$ cat config.mk
export PLATFORM = sky130hd
export DESIGN_NAME = accel_control_selftest_regs
export DESIGN_NICKNAME = d
export VERILOG_FILES = /design/src/accel_regs_pkg.sv /design/src/accel_control_selftest_regs.sv /design/src/check_timer.sv
export SDC_FILE = /design/constraint.sdc
export NUM_CORES = 1
export LEC_CHECK = 0
export BUFFER_PORTS_ARGS = -buffer_cell sky130_fd_sc_hd__buf_2
export CORE_MARGIN = 1.5
export CORE_UTILIZATION = 58
export DETAILED_ROUTE_END_ITERATION = 10
export HOLD_SLACK_MARGIN = 0.06
export PLACE_DENSITY = 0.81
export SYNTH_ARGS = -nofsm -noshare
export SYNTH_HDL_FRONTEND = slang
export SYNTH_SLANG_ARGS = --single-unit
$ cat constraint.sdc
create_clock -name CLK_IN -period 4 [get_ports CLK_IN]
set_clock_uncertainty 0.1 [all_clocks]
set_input_delay 0.8 -clock CLK_IN [delete_from_list [all_inputs] [get_ports CLK_IN]]
set_output_delay 0.8 -clock CLK_IN [all_outputs]
set_load 0.02 [all_outputs]
$ cat src/accel_regs_pkg.sv
// Constants shared by the accelerometer control and self-test block
//
// Overview of operation
// - Reset by power-on or undervoltage sets the power-on-reset flag.
// - Writing one to the power-on-reset flag does nothing; zero clears it.
// - Every output frame carries the power-on-reset flag in bit 3.
// - Control bit 5 set to one holds the sensing path powered down.
// - Control bit 3 enables continuous check; result in status and diag bit.
// - Bits 3 and 1 refuse one while power-down or memory check is set.
// - Bit 2 starts memory check and clears itself when finished.
// - Bit 2 refuses one while power-down is set or being set.
// - Memory check runs by itself at startup.
// - Memory check failure sets checksum fault and the diag bit.
// - Register access is blocked for 85 us during the memory check.
// - Bit 1 starts the gravity check and clears itself when finished.
// - Continuous and gravity checks may run at the same time.
// - Gravity check failure sets its status flag and the diag bit.
// - Each axis is a 14-bit two's-complement value over two bytes.
// - Zero acceleration reads 0000h.
// - Output scaling is 650 LSB per g.
// - Reading the high byte latches the low byte; host reads high first.
// - The two lowest bits of each axis word are unused, read zero; the fault words 7FFFh and FFFFh read ones there.
// - During reset all acceleration outputs read zero.
package accel_regs_pkg;

   // ************************************************************
   // Register offsets
   // ************************************************************
   localparam logic [7:0] CTRL_ADDR       = 8'h01;
   localparam logic [7:0] STATUS_ADDR     = 8'h02;
   localparam logic [7:0] AXIS_LOW_BASE   = 8'h04;
   localparam logic [7:0] AXIS_HIGH_BASE  = 8'h05;
   localparam logic [7:0] AXIS_STRIDE     = 8'h02;
   localparam logic [7:0] INT_STATUS_ADDR = 8'h16;
   localparam logic [7:0] IDENT_ADDR      = 8'h27;

   // ************************************************************
   // Field positions and reset values
   // ************************************************************
   localparam int unsigned RST_FLAG_BIT  = 6;
   localparam int unsigned PDOWN_BIT     = 5;
   localparam int unsigned CONT_BIT      = 3;
   localparam int unsigned MEM_BIT       = 2;
   localparam int unsigned GRAV_BIT      = 1;
   localparam int unsigned CSUM_BIT      = 1;
   localparam int unsigned INT_GRAV_BIT  = 5;
   localparam int unsigned INT_CONT_BIT  = 4;
   localparam logic [7:0]  CTRL_RESET    = 8'h40;
   localparam logic [7:0]  CTRL_RSVD     = 8'h91;
   localparam logic [7:0]  BYTE_ZERO     = 8'h00;
   // Arbitrary identification value
   localparam logic [7:0]  IDENT_DEFAULT = 8'h3C;

   // ************************************************************
   // Acceleration word format
   // ************************************************************
   localparam int unsigned AXIS_COUNT     = 3;
   localparam int unsigned AXIS_BITS      = 14;
   localparam logic [1:0]  AXIS_PAD       = 2'h0;
   localparam logic [15:0] WORD_ZERO      = 16'h0000;
   localparam logic [15:0] WORD_MEM_FAIL  = 16'h7FFF;
   localparam logic [15:0] WORD_PATH_FAIL = 16'hFFFF;
   // Scaling is done by the sensing path ahead of this block
   localparam int unsigned SENSITIVITY_LSB_PER_G = 650;

   // ************************************************************
   // Timing
   // ************************************************************
   localparam int unsigned CLK_PERIOD_NS     = 20;
   localparam int unsigned MEM_CHECK_TIME_NS = 85000;
   localparam int unsigned MEM_CHECK_CYCLES  =
      (MEM_CHECK_TIME_NS + CLK_PERIOD_NS - 1) / CLK_PERIOD_NS;
   localparam int unsigned GRAV_CHECK_CYCLES = 256;
   localparam int unsigned TIMER_BITS        = 16;

endpackage

$ cat src/accel_control_selftest_regs.sv
// Control register, self-test sequencing and axis output registers
`timescale 1ns/100ps
module accel_control_selftest_regs
#(
   parameter int unsigned MEM_CYCLES  = accel_regs_pkg::MEM_CHECK_CYCLES,
   parameter int unsigned GRAV_CYCLES = accel_regs_pkg::GRAV_CHECK_CYCLES,
   parameter logic [7:0]  IDENT_VALUE = accel_regs_pkg::IDENT_DEFAULT
)
(
   // Clock and reset
   input  wire logic                                 CLK_IN,
   input  wire logic                                 RESETN_IN,
   // Decoded register access
   input  wire logic [7:0]                           REG_ADDR_IN,
   input  wire logic                                 REG_WRITE_IN,
   input  wire logic [7:0]                           REG_WDATA_IN,
   input  wire logic                                 REG_READ_IN,
   output logic      [7:0]                           REG_RDATA_OUT,
   // Frame status bits
   output logic                                      FRAME_RST_FLAG_OUT,
   output logic                                      FRAME_DIAG_OUT,
   output logic                                      ACCESS_BLOCKED_OUT,
   // Sensing path
   input  wire logic [accel_regs_pkg::AXIS_BITS-1:0] AXIS_X_IN,
   input  wire logic [accel_regs_pkg::AXIS_BITS-1:0] AXIS_Y_IN,
   input  wire logic [accel_regs_pkg::AXIS_BITS-1:0] AXIS_Z_IN,
   output logic                                      POWER_DOWN_OUT,
   // Self-test hooks
   input  wire logic                                 MEM_CHECK_OK_IN,
   input  wire logic                                 CONT_CHECK_FAIL_IN,
   input  wire logic                                 GRAV_CHECK_FAIL_IN,
   output logic                                      CONT_CHECK_ENABLE_OUT,
   output logic                                      GRAV_CHECK_BUSY_OUT
);
   import accel_regs_pkg::*;

   logic [7:0]           ctrl_reg;
   logic [7:0]           ctrl_next;
   logic                 startup_reg;
   logic                 mem_busy;
   logic                 mem_done;
   logic                 mem_start;
   logic                 grav_busy;
   logic                 grav_done;
   logic                 grav_start;
   logic                 wr_ok;
   logic                 rd_ok;
   logic                 check_lock;
   logic                 checksum_fault_reg;
   logic                 continuous_check_result_reg;
   logic                 gravity_check_result_reg;
   logic                 diag_reg;
   logic [7:0]           rdata_reg;
   logic [7:0]           rdata_next;
   logic [AXIS_BITS-1:0] axis_in   [AXIS_COUNT];
   logic [15:0]          axis_word [AXIS_COUNT];
   logic [7:0]           axis_low  [AXIS_COUNT];

   assign axis_in[0] = AXIS_X_IN;
   assign axis_in[1] = AXIS_Y_IN;
   assign axis_in[2] = AXIS_Z_IN;

   // ************************************************************
   // Access qualification
   // ************************************************************
   // Accesses during the memory check are dropped, not queued
   assign wr_ok = REG_WRITE_IN && (REG_ADDR_IN == CTRL_ADDR) && !mem_busy;
   assign rd_ok = REG_READ_IN && !mem_busy;

   // ************************************************************
   // Control register
   // ************************************************************
   assign check_lock = ctrl_reg[PDOWN_BIT] | ctrl_reg[MEM_BIT]
                     | REG_WDATA_IN[PDOWN_BIT] | REG_WDATA_IN[MEM_BIT];

   always_comb
   begin
      ctrl_next = ctrl_reg;
      if (mem_done)
         ctrl_next[MEM_BIT] = 1'b0;
      if (grav_done)
         ctrl_next[GRAV_BIT] = 1'b0;
      if (wr_ok)
      begin
         ctrl_next = REG_WDATA_IN & ~CTRL_RSVD;
         ctrl_next[RST_FLAG_BIT] = ctrl_reg[RST_FLAG_BIT]
                                 & REG_WDATA_IN[RST_FLAG_BIT];
         ctrl_next[CONT_BIT] = REG_WDATA_IN[CONT_BIT] & ~check_lock;
         ctrl_next[GRAV_BIT] = REG_WDATA_IN[GRAV_BIT] & ~check_lock;
         ctrl_next[MEM_BIT] = REG_WDATA_IN[MEM_BIT]
                            & ~(ctrl_reg[PDOWN_BIT]
                            | REG_WDATA_IN[PDOWN_BIT]);
      end
   end
   always_ff @(posedge CLK_IN or negedge RESETN_IN)
   begin
      if (!RESETN_IN)
         ctrl_reg <= CTRL_RESET;
      else
         ctrl_reg <= ctrl_next;
   end

   // ************************************************************
   // Self-test sequencing
   // ************************************************************
   always_ff @(posedge CLK_IN or negedge RESETN_IN)
   begin
      if (!RESETN_IN)
         startup_reg <= 1'b1;
      else
         startup_reg <= 1'b0;
   end

   // Startup run leaves the start bit at zero
   assign mem_start = startup_reg
                    | (ctrl_next[MEM_BIT] & ~ctrl_reg[MEM_BIT]);
   assign grav_start = ctrl_next[GRAV_BIT] & ~ctrl_reg[GRAV_BIT];

   check_timer #(.LENGTH(MEM_CYCLES)) u_mem_timer
   (
      .clk_in    (CLK_IN),
      .resetn_in (RESETN_IN),
      .start_in  (mem_start),
      .busy_out  (mem_busy),
      .done_out  (mem_done)
   );

   // Independent of the continuous check, so both run together
   check_timer #(.LENGTH(GRAV_CYCLES)) u_grav_timer
   (
      .clk_in    (CLK_IN),
      .resetn_in (RESETN_IN),
      .start_in  (grav_start),
      .busy_out  (grav_busy),
      .done_out  (grav_done)
   );

   // ************************************************************
   // Result flags
   // ************************************************************
   // A new memory check clears the old fault; a failure wins
   always_ff @(posedge CLK_IN or negedge RESETN_IN)
   begin
      if (!RESETN_IN)
         checksum_fault_reg <= 1'b0;
      else if (mem_done && !MEM_CHECK_OK_IN)
         checksum_fault_reg <= 1'b1;
      else if (mem_start)
         checksum_fault_reg <= 1'b0;
   end

   // Sticky until the status read; a new failure beats the clear
   always_ff @(posedge CLK_IN or negedge RESETN_IN)
   begin
      if (!RESETN_IN)
         continuous_check_result_reg <= 1'b0;
      else if (ctrl_reg[CONT_BIT] && CONT_CHECK_FAIL_IN)
         continuous_check_result_reg <= 1'b1;
      else if (rd_ok && REG_ADDR_IN == INT_STATUS_ADDR)
         continuous_check_result_reg <= 1'b0;
   end
   always_ff @(posedge CLK_IN or negedge RESETN_IN)
   begin
      if (!RESETN_IN)
         gravity_check_result_reg <= 1'b0;
      else if (grav_done && GRAV_CHECK_FAIL_IN)
         gravity_check_result_reg <= 1'b1;
      else if (rd_ok && REG_ADDR_IN == INT_STATUS_ADDR)
         gravity_check_result_reg <= 1'b0;
   end
   always_ff @(posedge CLK_IN or negedge RESETN_IN)
   begin
      if (!RESETN_IN)
         diag_reg <= 1'b0;
      else
         diag_reg <= checksum_fault_reg | continuous_check_result_reg
                   | gravity_check_result_reg;
   end

   // ************************************************************
   // Axis output registers
   // ************************************************************
   genvar gi;
   generate
      for (gi = 0; gi < AXIS_COUNT; gi++)
      begin : g_axis
         always_ff @(posedge CLK_IN or negedge RESETN_IN)
         begin
            if (!RESETN_IN)
               axis_word[gi] <= WORD_ZERO;
            else if (ctrl_reg[PDOWN_BIT])
               axis_word[gi] <= WORD_ZERO;
            else if (checksum_fault_reg)
               axis_word[gi] <= WORD_MEM_FAIL;
            else if (continuous_check_result_reg | gravity_check_result_reg)
               axis_word[gi] <= WORD_PATH_FAIL;
            else
               axis_word[gi] <= {axis_in[gi], AXIS_PAD};
         end
         // Low byte is frozen by the high-byte read for a coherent pair
         always_ff @(posedge CLK_IN or negedge RESETN_IN)
         begin
            if (!RESETN_IN)
               axis_low[gi] <= BYTE_ZERO;
            else if (rd_ok && REG_ADDR_IN == AXIS_HIGH_BASE
                     + 8'(gi) * AXIS_STRIDE)
               axis_low[gi] <= axis_word[gi][7:0];
         end
      end
   endgenerate

   // ************************************************************
   // Read data
   // ************************************************************
   always_comb
   begin
      rdata_next = rdata_reg;
      if (rd_ok)
      begin
         rdata_next = BYTE_ZERO;
         case (REG_ADDR_IN)
            CTRL_ADDR:
               rdata_next = ctrl_reg;
            STATUS_ADDR:
               rdata_next[CSUM_BIT] = checksum_fault_reg;
            INT_STATUS_ADDR:
            begin
               rdata_next[INT_CONT_BIT] = continuous_check_result_reg;
               rdata_next[INT_GRAV_BIT] = gravity_check_result_reg;
            end
            IDENT_ADDR:
               rdata_next = IDENT_VALUE;
            default:
               rdata_next = BYTE_ZERO;
         endcase
         for (int i = 0; i < AXIS_COUNT; i++)
         begin
            if (REG_ADDR_IN == AXIS_LOW_BASE + 8'(i) * AXIS_STRIDE)
               rdata_next = axis_low[i];
            if (REG_ADDR_IN == AXIS_HIGH_BASE + 8'(i) * AXIS_STRIDE)
               rdata_next = axis_word[i][15:8];
         end
      end
   end

   always_ff @(posedge CLK_IN or negedge RESETN_IN)
   begin
      if (!RESETN_IN)
         rdata_reg <= BYTE_ZERO;
      else
         rdata_reg <= rdata_next;
   end

   // ************************************************************
   // Outputs
   // ************************************************************
   assign REG_RDATA_OUT         = rdata_reg;
   assign FRAME_RST_FLAG_OUT    = ctrl_reg[RST_FLAG_BIT];
   assign FRAME_DIAG_OUT        = diag_reg;
   assign ACCESS_BLOCKED_OUT    = mem_busy;
   assign POWER_DOWN_OUT        = ctrl_reg[PDOWN_BIT];
   assign CONT_CHECK_ENABLE_OUT = ctrl_reg[CONT_BIT];
   assign GRAV_CHECK_BUSY_OUT   = grav_busy;
endmodule

$ cat src/check_timer.sv
// Fixed-length busy window for one self-test run
`timescale 1ns/100ps
module check_timer
#(
   parameter int unsigned LENGTH = accel_regs_pkg::MEM_CHECK_CYCLES
)
(
   // Clock and reset
   input  wire logic clk_in,
   input  wire logic resetn_in,
   // Control
   input  wire logic start_in,
   // Status
   output logic      busy_out,
   output logic      done_out
);
   import accel_regs_pkg::*;

   localparam logic [TIMER_BITS-1:0] LAST = TIMER_BITS'(LENGTH - 1);

   logic [TIMER_BITS-1:0] count_reg;
   logic                  busy_reg;

   // ************************************************************
   // Window counter
   // ************************************************************
   always_ff @(posedge clk_in or negedge resetn_in)
   begin
      if (!resetn_in)
      begin
         busy_reg  <= 1'b0;
         count_reg <= '0;
      end
      else if (start_in && !busy_reg)
      begin
         busy_reg  <= 1'b1;
         count_reg <= '0;
      end
      else if (busy_reg)
      begin
         if (count_reg == LAST)
            busy_reg <= 1'b0;
         count_reg <= count_reg + 1'b1;
      end
   end

   assign busy_out = busy_reg;
   assign done_out = busy_reg && (count_reg == LAST);

endmodule

==> metrics.csv <==
stage,metric,value,unit
run_status,run status,finished with violations,
run_status,failing checks,design-rule violations,
cells_and_area,number of diodes added for antenna fixing,0,
die,Core Rows,34,
clock_tree,TritonCTS clock tree,done,
cells_and_area,Synth-to-Final Area Change,19.38,%
routing,Vias per Instance,5.985,
critical_path,required time at the endpoint of the critical path,4.30,ns
critical_path,"most used cell, CP",sky130_fd_sc_hd__nand3_1,
synthesis,top_reg_cell synth,sky130_fd_sc_hd__dfrtp_1,
routing,wire length after detailed routing,12.04,mm
die,starting density of the core,0.6071,
global_routing,maximum number of pins on one net before global-route repair,64,
clock_tree,Clock Latency Late Sink,0.52,ns
critical_path,worst path arrival time,2.84,ns
cells_and_area,Fillers,652,
synthesis,syn_area_per_cell,10.01,µm²
clock_tree,CTS resizes,0,
global_routing,vias in the first global route,4337,
routing,Detail Route Antenna Nets,0,
critical_path,"slowest stage delay, CP",0.61,ns
sta,setup total negative slack,0,ns
synthesis,share of Yosys cell area claimed by the top area cell type,0.5336,
synthesis,count of flip-flops with a built-in enable after synthesis,0,
sta,count of pins over their slew limit,0,
critical_path,worst setup path class,in -> reg,
power_and_ir_drop,VDD IR max,0.0003143,V
critical_path,CP Max Fanout,30,
critical_path,slowest stage cell on the critical path,sky130_fd_sc_hd__or4_1,
sta,setup repair after global routing missed its margin,false,
synthesis,"Net Count, Synth",602,
clock_tree,Post-CTS Setup Bufs,0,
global_routing,global-route wire length before repair,20.13,mm
hold_path,Min-Delay Path Class,in -> async,
cells_and_area,fraction of layout cells with a size suffix above 1,0.2512,
synthesis,"flops & latches, synth",116,
synthesis,Synth Instances,534,
power_and_ir_drop,Power per Cell Area,487.6,nW/µm²
sta,post-route clock period utilization,0.6358,
die,area of the core region,8806,µm²
synthesis,summed instance area of the synthesized netlist,5346,µm²
cells_and_area,Reg with most FFs,axis_word,
clock_tree,Max Buffers Root-to-Sink,2,
synthesis,cells taking the most area after synthesis,"sky130_fd_sc_hd__dfrtp_1 (53%), sky130_fd_sc_hd__nor2_1 (7.2%), sky130_fd_sc_hd__mux2_2 (4.8%)",
critical_path,kind of end point of the critical path,register,
routing,DRC violation count after routing,6,
synthesis,Unique masters post-synth,61,
die,die area,9803,µm²
global_routing,number of antenna violations at the first check in global routing,0,
die,height of the die,99.01,µm
cells_and_area,max FFs per register,43,
sta,FMAX,393.2,MHz
clock_tree,clock root cell,sky130_fd_sc_hd__clkbuf_8,
synthesis,post-synth top area cell,sky130_fd_sc_hd__dfrtp_1,
critical_path,cells along the critical path,buf_2 > nor4b_2 > nand3_1 > buf_4 > or4_1 > nand3_1 > o21ai_1,
power_and_ir_drop,total chip power,0.003112,W
critical_path,Critical Path Start Type,primary input,
placement,HPWL Detailed,8.031,mm
routing,1st-iter DRT viols,370,
sta,total of endpoints with negative setup slack in the final report,0,
clock_tree,"CTS clk-pin slew, worst paths",0.06,ns
global_routing,"Remaining Overflow, GRT",0,
sta,final hold vios,0,
routing,first-pass detailed-route iteration total,9,
job,maximum capacitance violations,0,
placement,number of buffers inserted by port buffering,75,
synthesis,count of yosys warnings during synthesis,0,
cells_and_area,"commonest non-fill, non-tap cell in the layout",sky130_fd_sc_hd__dfrtp_1,
cells_and_area,largest registers in the final layout,"axis_word x43, axis_low x21",
global_routing,overall routing resource usage,0.2678,
clock_tree,count of H-tree levels built during CTS,4,
sta,normalized max-slew margin,0.4310,
power_and_ir_drop,Pleak,2.899,nW
routing,total number of vias,4339,
clock_tree,count of hold-fix buffers inserted at cts,0,
clock_tree,sink count of the clock tree,116,
synthesis,part of the Yosys area used for sequential elements,0.5434,
routing,wire per inst,16.61,µm
sta,clock period minus final worst setup slack,2.543,ns
clock_tree,total clock buffers created by CTS,17,
sta,actual transition at the worst max-transition pin,0.8517,ns
die,boundary pin count,79,
cells_and_area,most frequent cells in the layout,"sky130_fd_sc_hd__dfrtp_1 (114), sky130_fd_sc_hd__nor2_1 (102), sky130_fd_sc_hd__buf_2 (74)",
die,die extent in x,99.01,µm
cells_and_area,Layout Nets,672,
sta,hold slack final,0.2231,ns
synthesis,proportion of register bits with asynchronous set or reset after synthesis,1.000,
placement,placer's final routability congestion estimate,0.9310,
path summary, 6_finish.rpt:
path                                             from                    endpoint  slack, ns  cells past startpoint
max in group asynchronous                   RESETN_IN                 axis_low[3]       2.82                      2
min in group CLK_IN        u_grav_timer.count_reg[15]  u_grav_timer.count_reg[15]       0.38                      1
max reg2reg                               ctrl_reg[5]   u_grav_timer.count_reg[4]       1.65                      6
max                                    REG_ADDR_IN[1]   u_grav_timer.count_reg[4]       1.46                      7
min reg2reg                u_grav_timer.count_reg[15]  u_grav_timer.count_reg[15]       0.38                      1
min                                         RESETN_IN   u_mem_timer.count_reg[15]       0.22                      1
stage by stage:
stage          setup slack (ns)  utilization  cells  cell area [µm²]
6_report                  1.457       0.7248    725             6382
2_1_floorplan             1.517            -    534             5346
5_1_grt                   1.283       0.7248    725             6382
4_1_cts                   1.506       0.7248    725             6382
3_3_place_gp              1.030       0.6570    693             5786
3_5_place_dp             0.9438       0.6570    693             5786
cells by family after synthesis:
| logic type | share of synthesized area |
|---|---|
| XOR/XNOR | 0.004915 |
| AO/OA/AOI/OAI | 0.09970 |
| other | 0.0007014 |
| buffers and inverters | 0.02668 |
| adder cells (fa/ha/maj) | 0.007022 |
| AND/OR/NAND/NOR | 0.2378 |
| flip-flops | 0.5434 |
| multiplexers | 0.07980 |
Yosys cell counts, types with 3 or more instances:
cell type                     n
sky130_fd_sc_hd__o21ai_0     25
sky130_fd_sc_hd__mux2i_1     10
sky130_fd_sc_hd__o22ai_1      5
sky130_fd_sc_hd__dfrtp_1    114
sky130_fd_sc_hd__ha_1         3
sky130_fd_sc_hd__inv_1        5
sky130_fd_sc_hd__or3_1        7
sky130_fd_sc_hd__o21ai_1      8
sky130_fd_sc_hd__nor3_1      22
sky130_fd_sc_hd__nor2b_1      8
sky130_fd_sc_hd__nand2_1     36
sky130_fd_sc_hd__a31oi_1      3
sky130_fd_sc_hd__or2_2        4
sky130_fd_sc_hd__o31ai_1      4
sky130_fd_sc_hd__buf_2        9
sky130_fd_sc_hd__nor2_1     102
sky130_fd_sc_hd__nand4_1      9
sky130_fd_sc_hd__mux2_2      23
sky130_fd_sc_hd__nand3_1     37
sky130_fd_sc_hd__a21oi_1     15
sky130_fd_sc_hd__a22oi_1      3
sky130_fd_sc_hd__clkbuf_1    17
sky130_fd_sc_hd__o2bb2ai_1    3
sky130_fd_sc_hd__mux4_2       3
sky130_fd_sc_hd__nor4_1       7
sky130_fd_sc_hd__nand2b_1     4
power by group:
part	switching [W]	leakage, nW	internal [W]
logic	0.000156	1.22	0.000116
clock network	0.000554	0.276	0.000955
registers	0.0000766	1.40	0.00125
total	0.000786	2.90	0.00233
layout make-up:
cell class | instances | area [µm²] | area share
repair buffers | 80 | 427.9 | 0.06705
clock buffers | 18 | 417.9 | 0.06548
clock inverters | 14 | 178.9 | 0.02803
flip-flops and latches | 116 | 2905 | 0.4552
multi-input cells | 384 | 2298 | 0.3601
inverters | 5 | 18.77 | 0.002941
well taps | 108 | 135.1 | 0.02117
critical path, delay by kind of cell:
family,cells,cell delay (ns)
AO/OA/AOI/OAI,1,0.08
buffers and inverters,2,0.46
AND/OR/NAND/NOR,4,1.50
layer usage:
| metal | wire (µm) | vias up | part of all wire | global-route usage |
|---|---|---|---|---|
| met5 | 0 | - | 0 | 0 |
| met4 | 206 | 0 | 0.017 | 0.1143 |
| met3 | 750 | 25 | 0.062 | 0.06667 |
| met2 | 6094 | 179 | 0.51 | 0.4499 |
| met1 | 4992 | 2093 | 0.41 | 0.3314 |
| li1 | - | 2042 | - | - |
No activity file was read; power rests on OpenSTA's default activity.
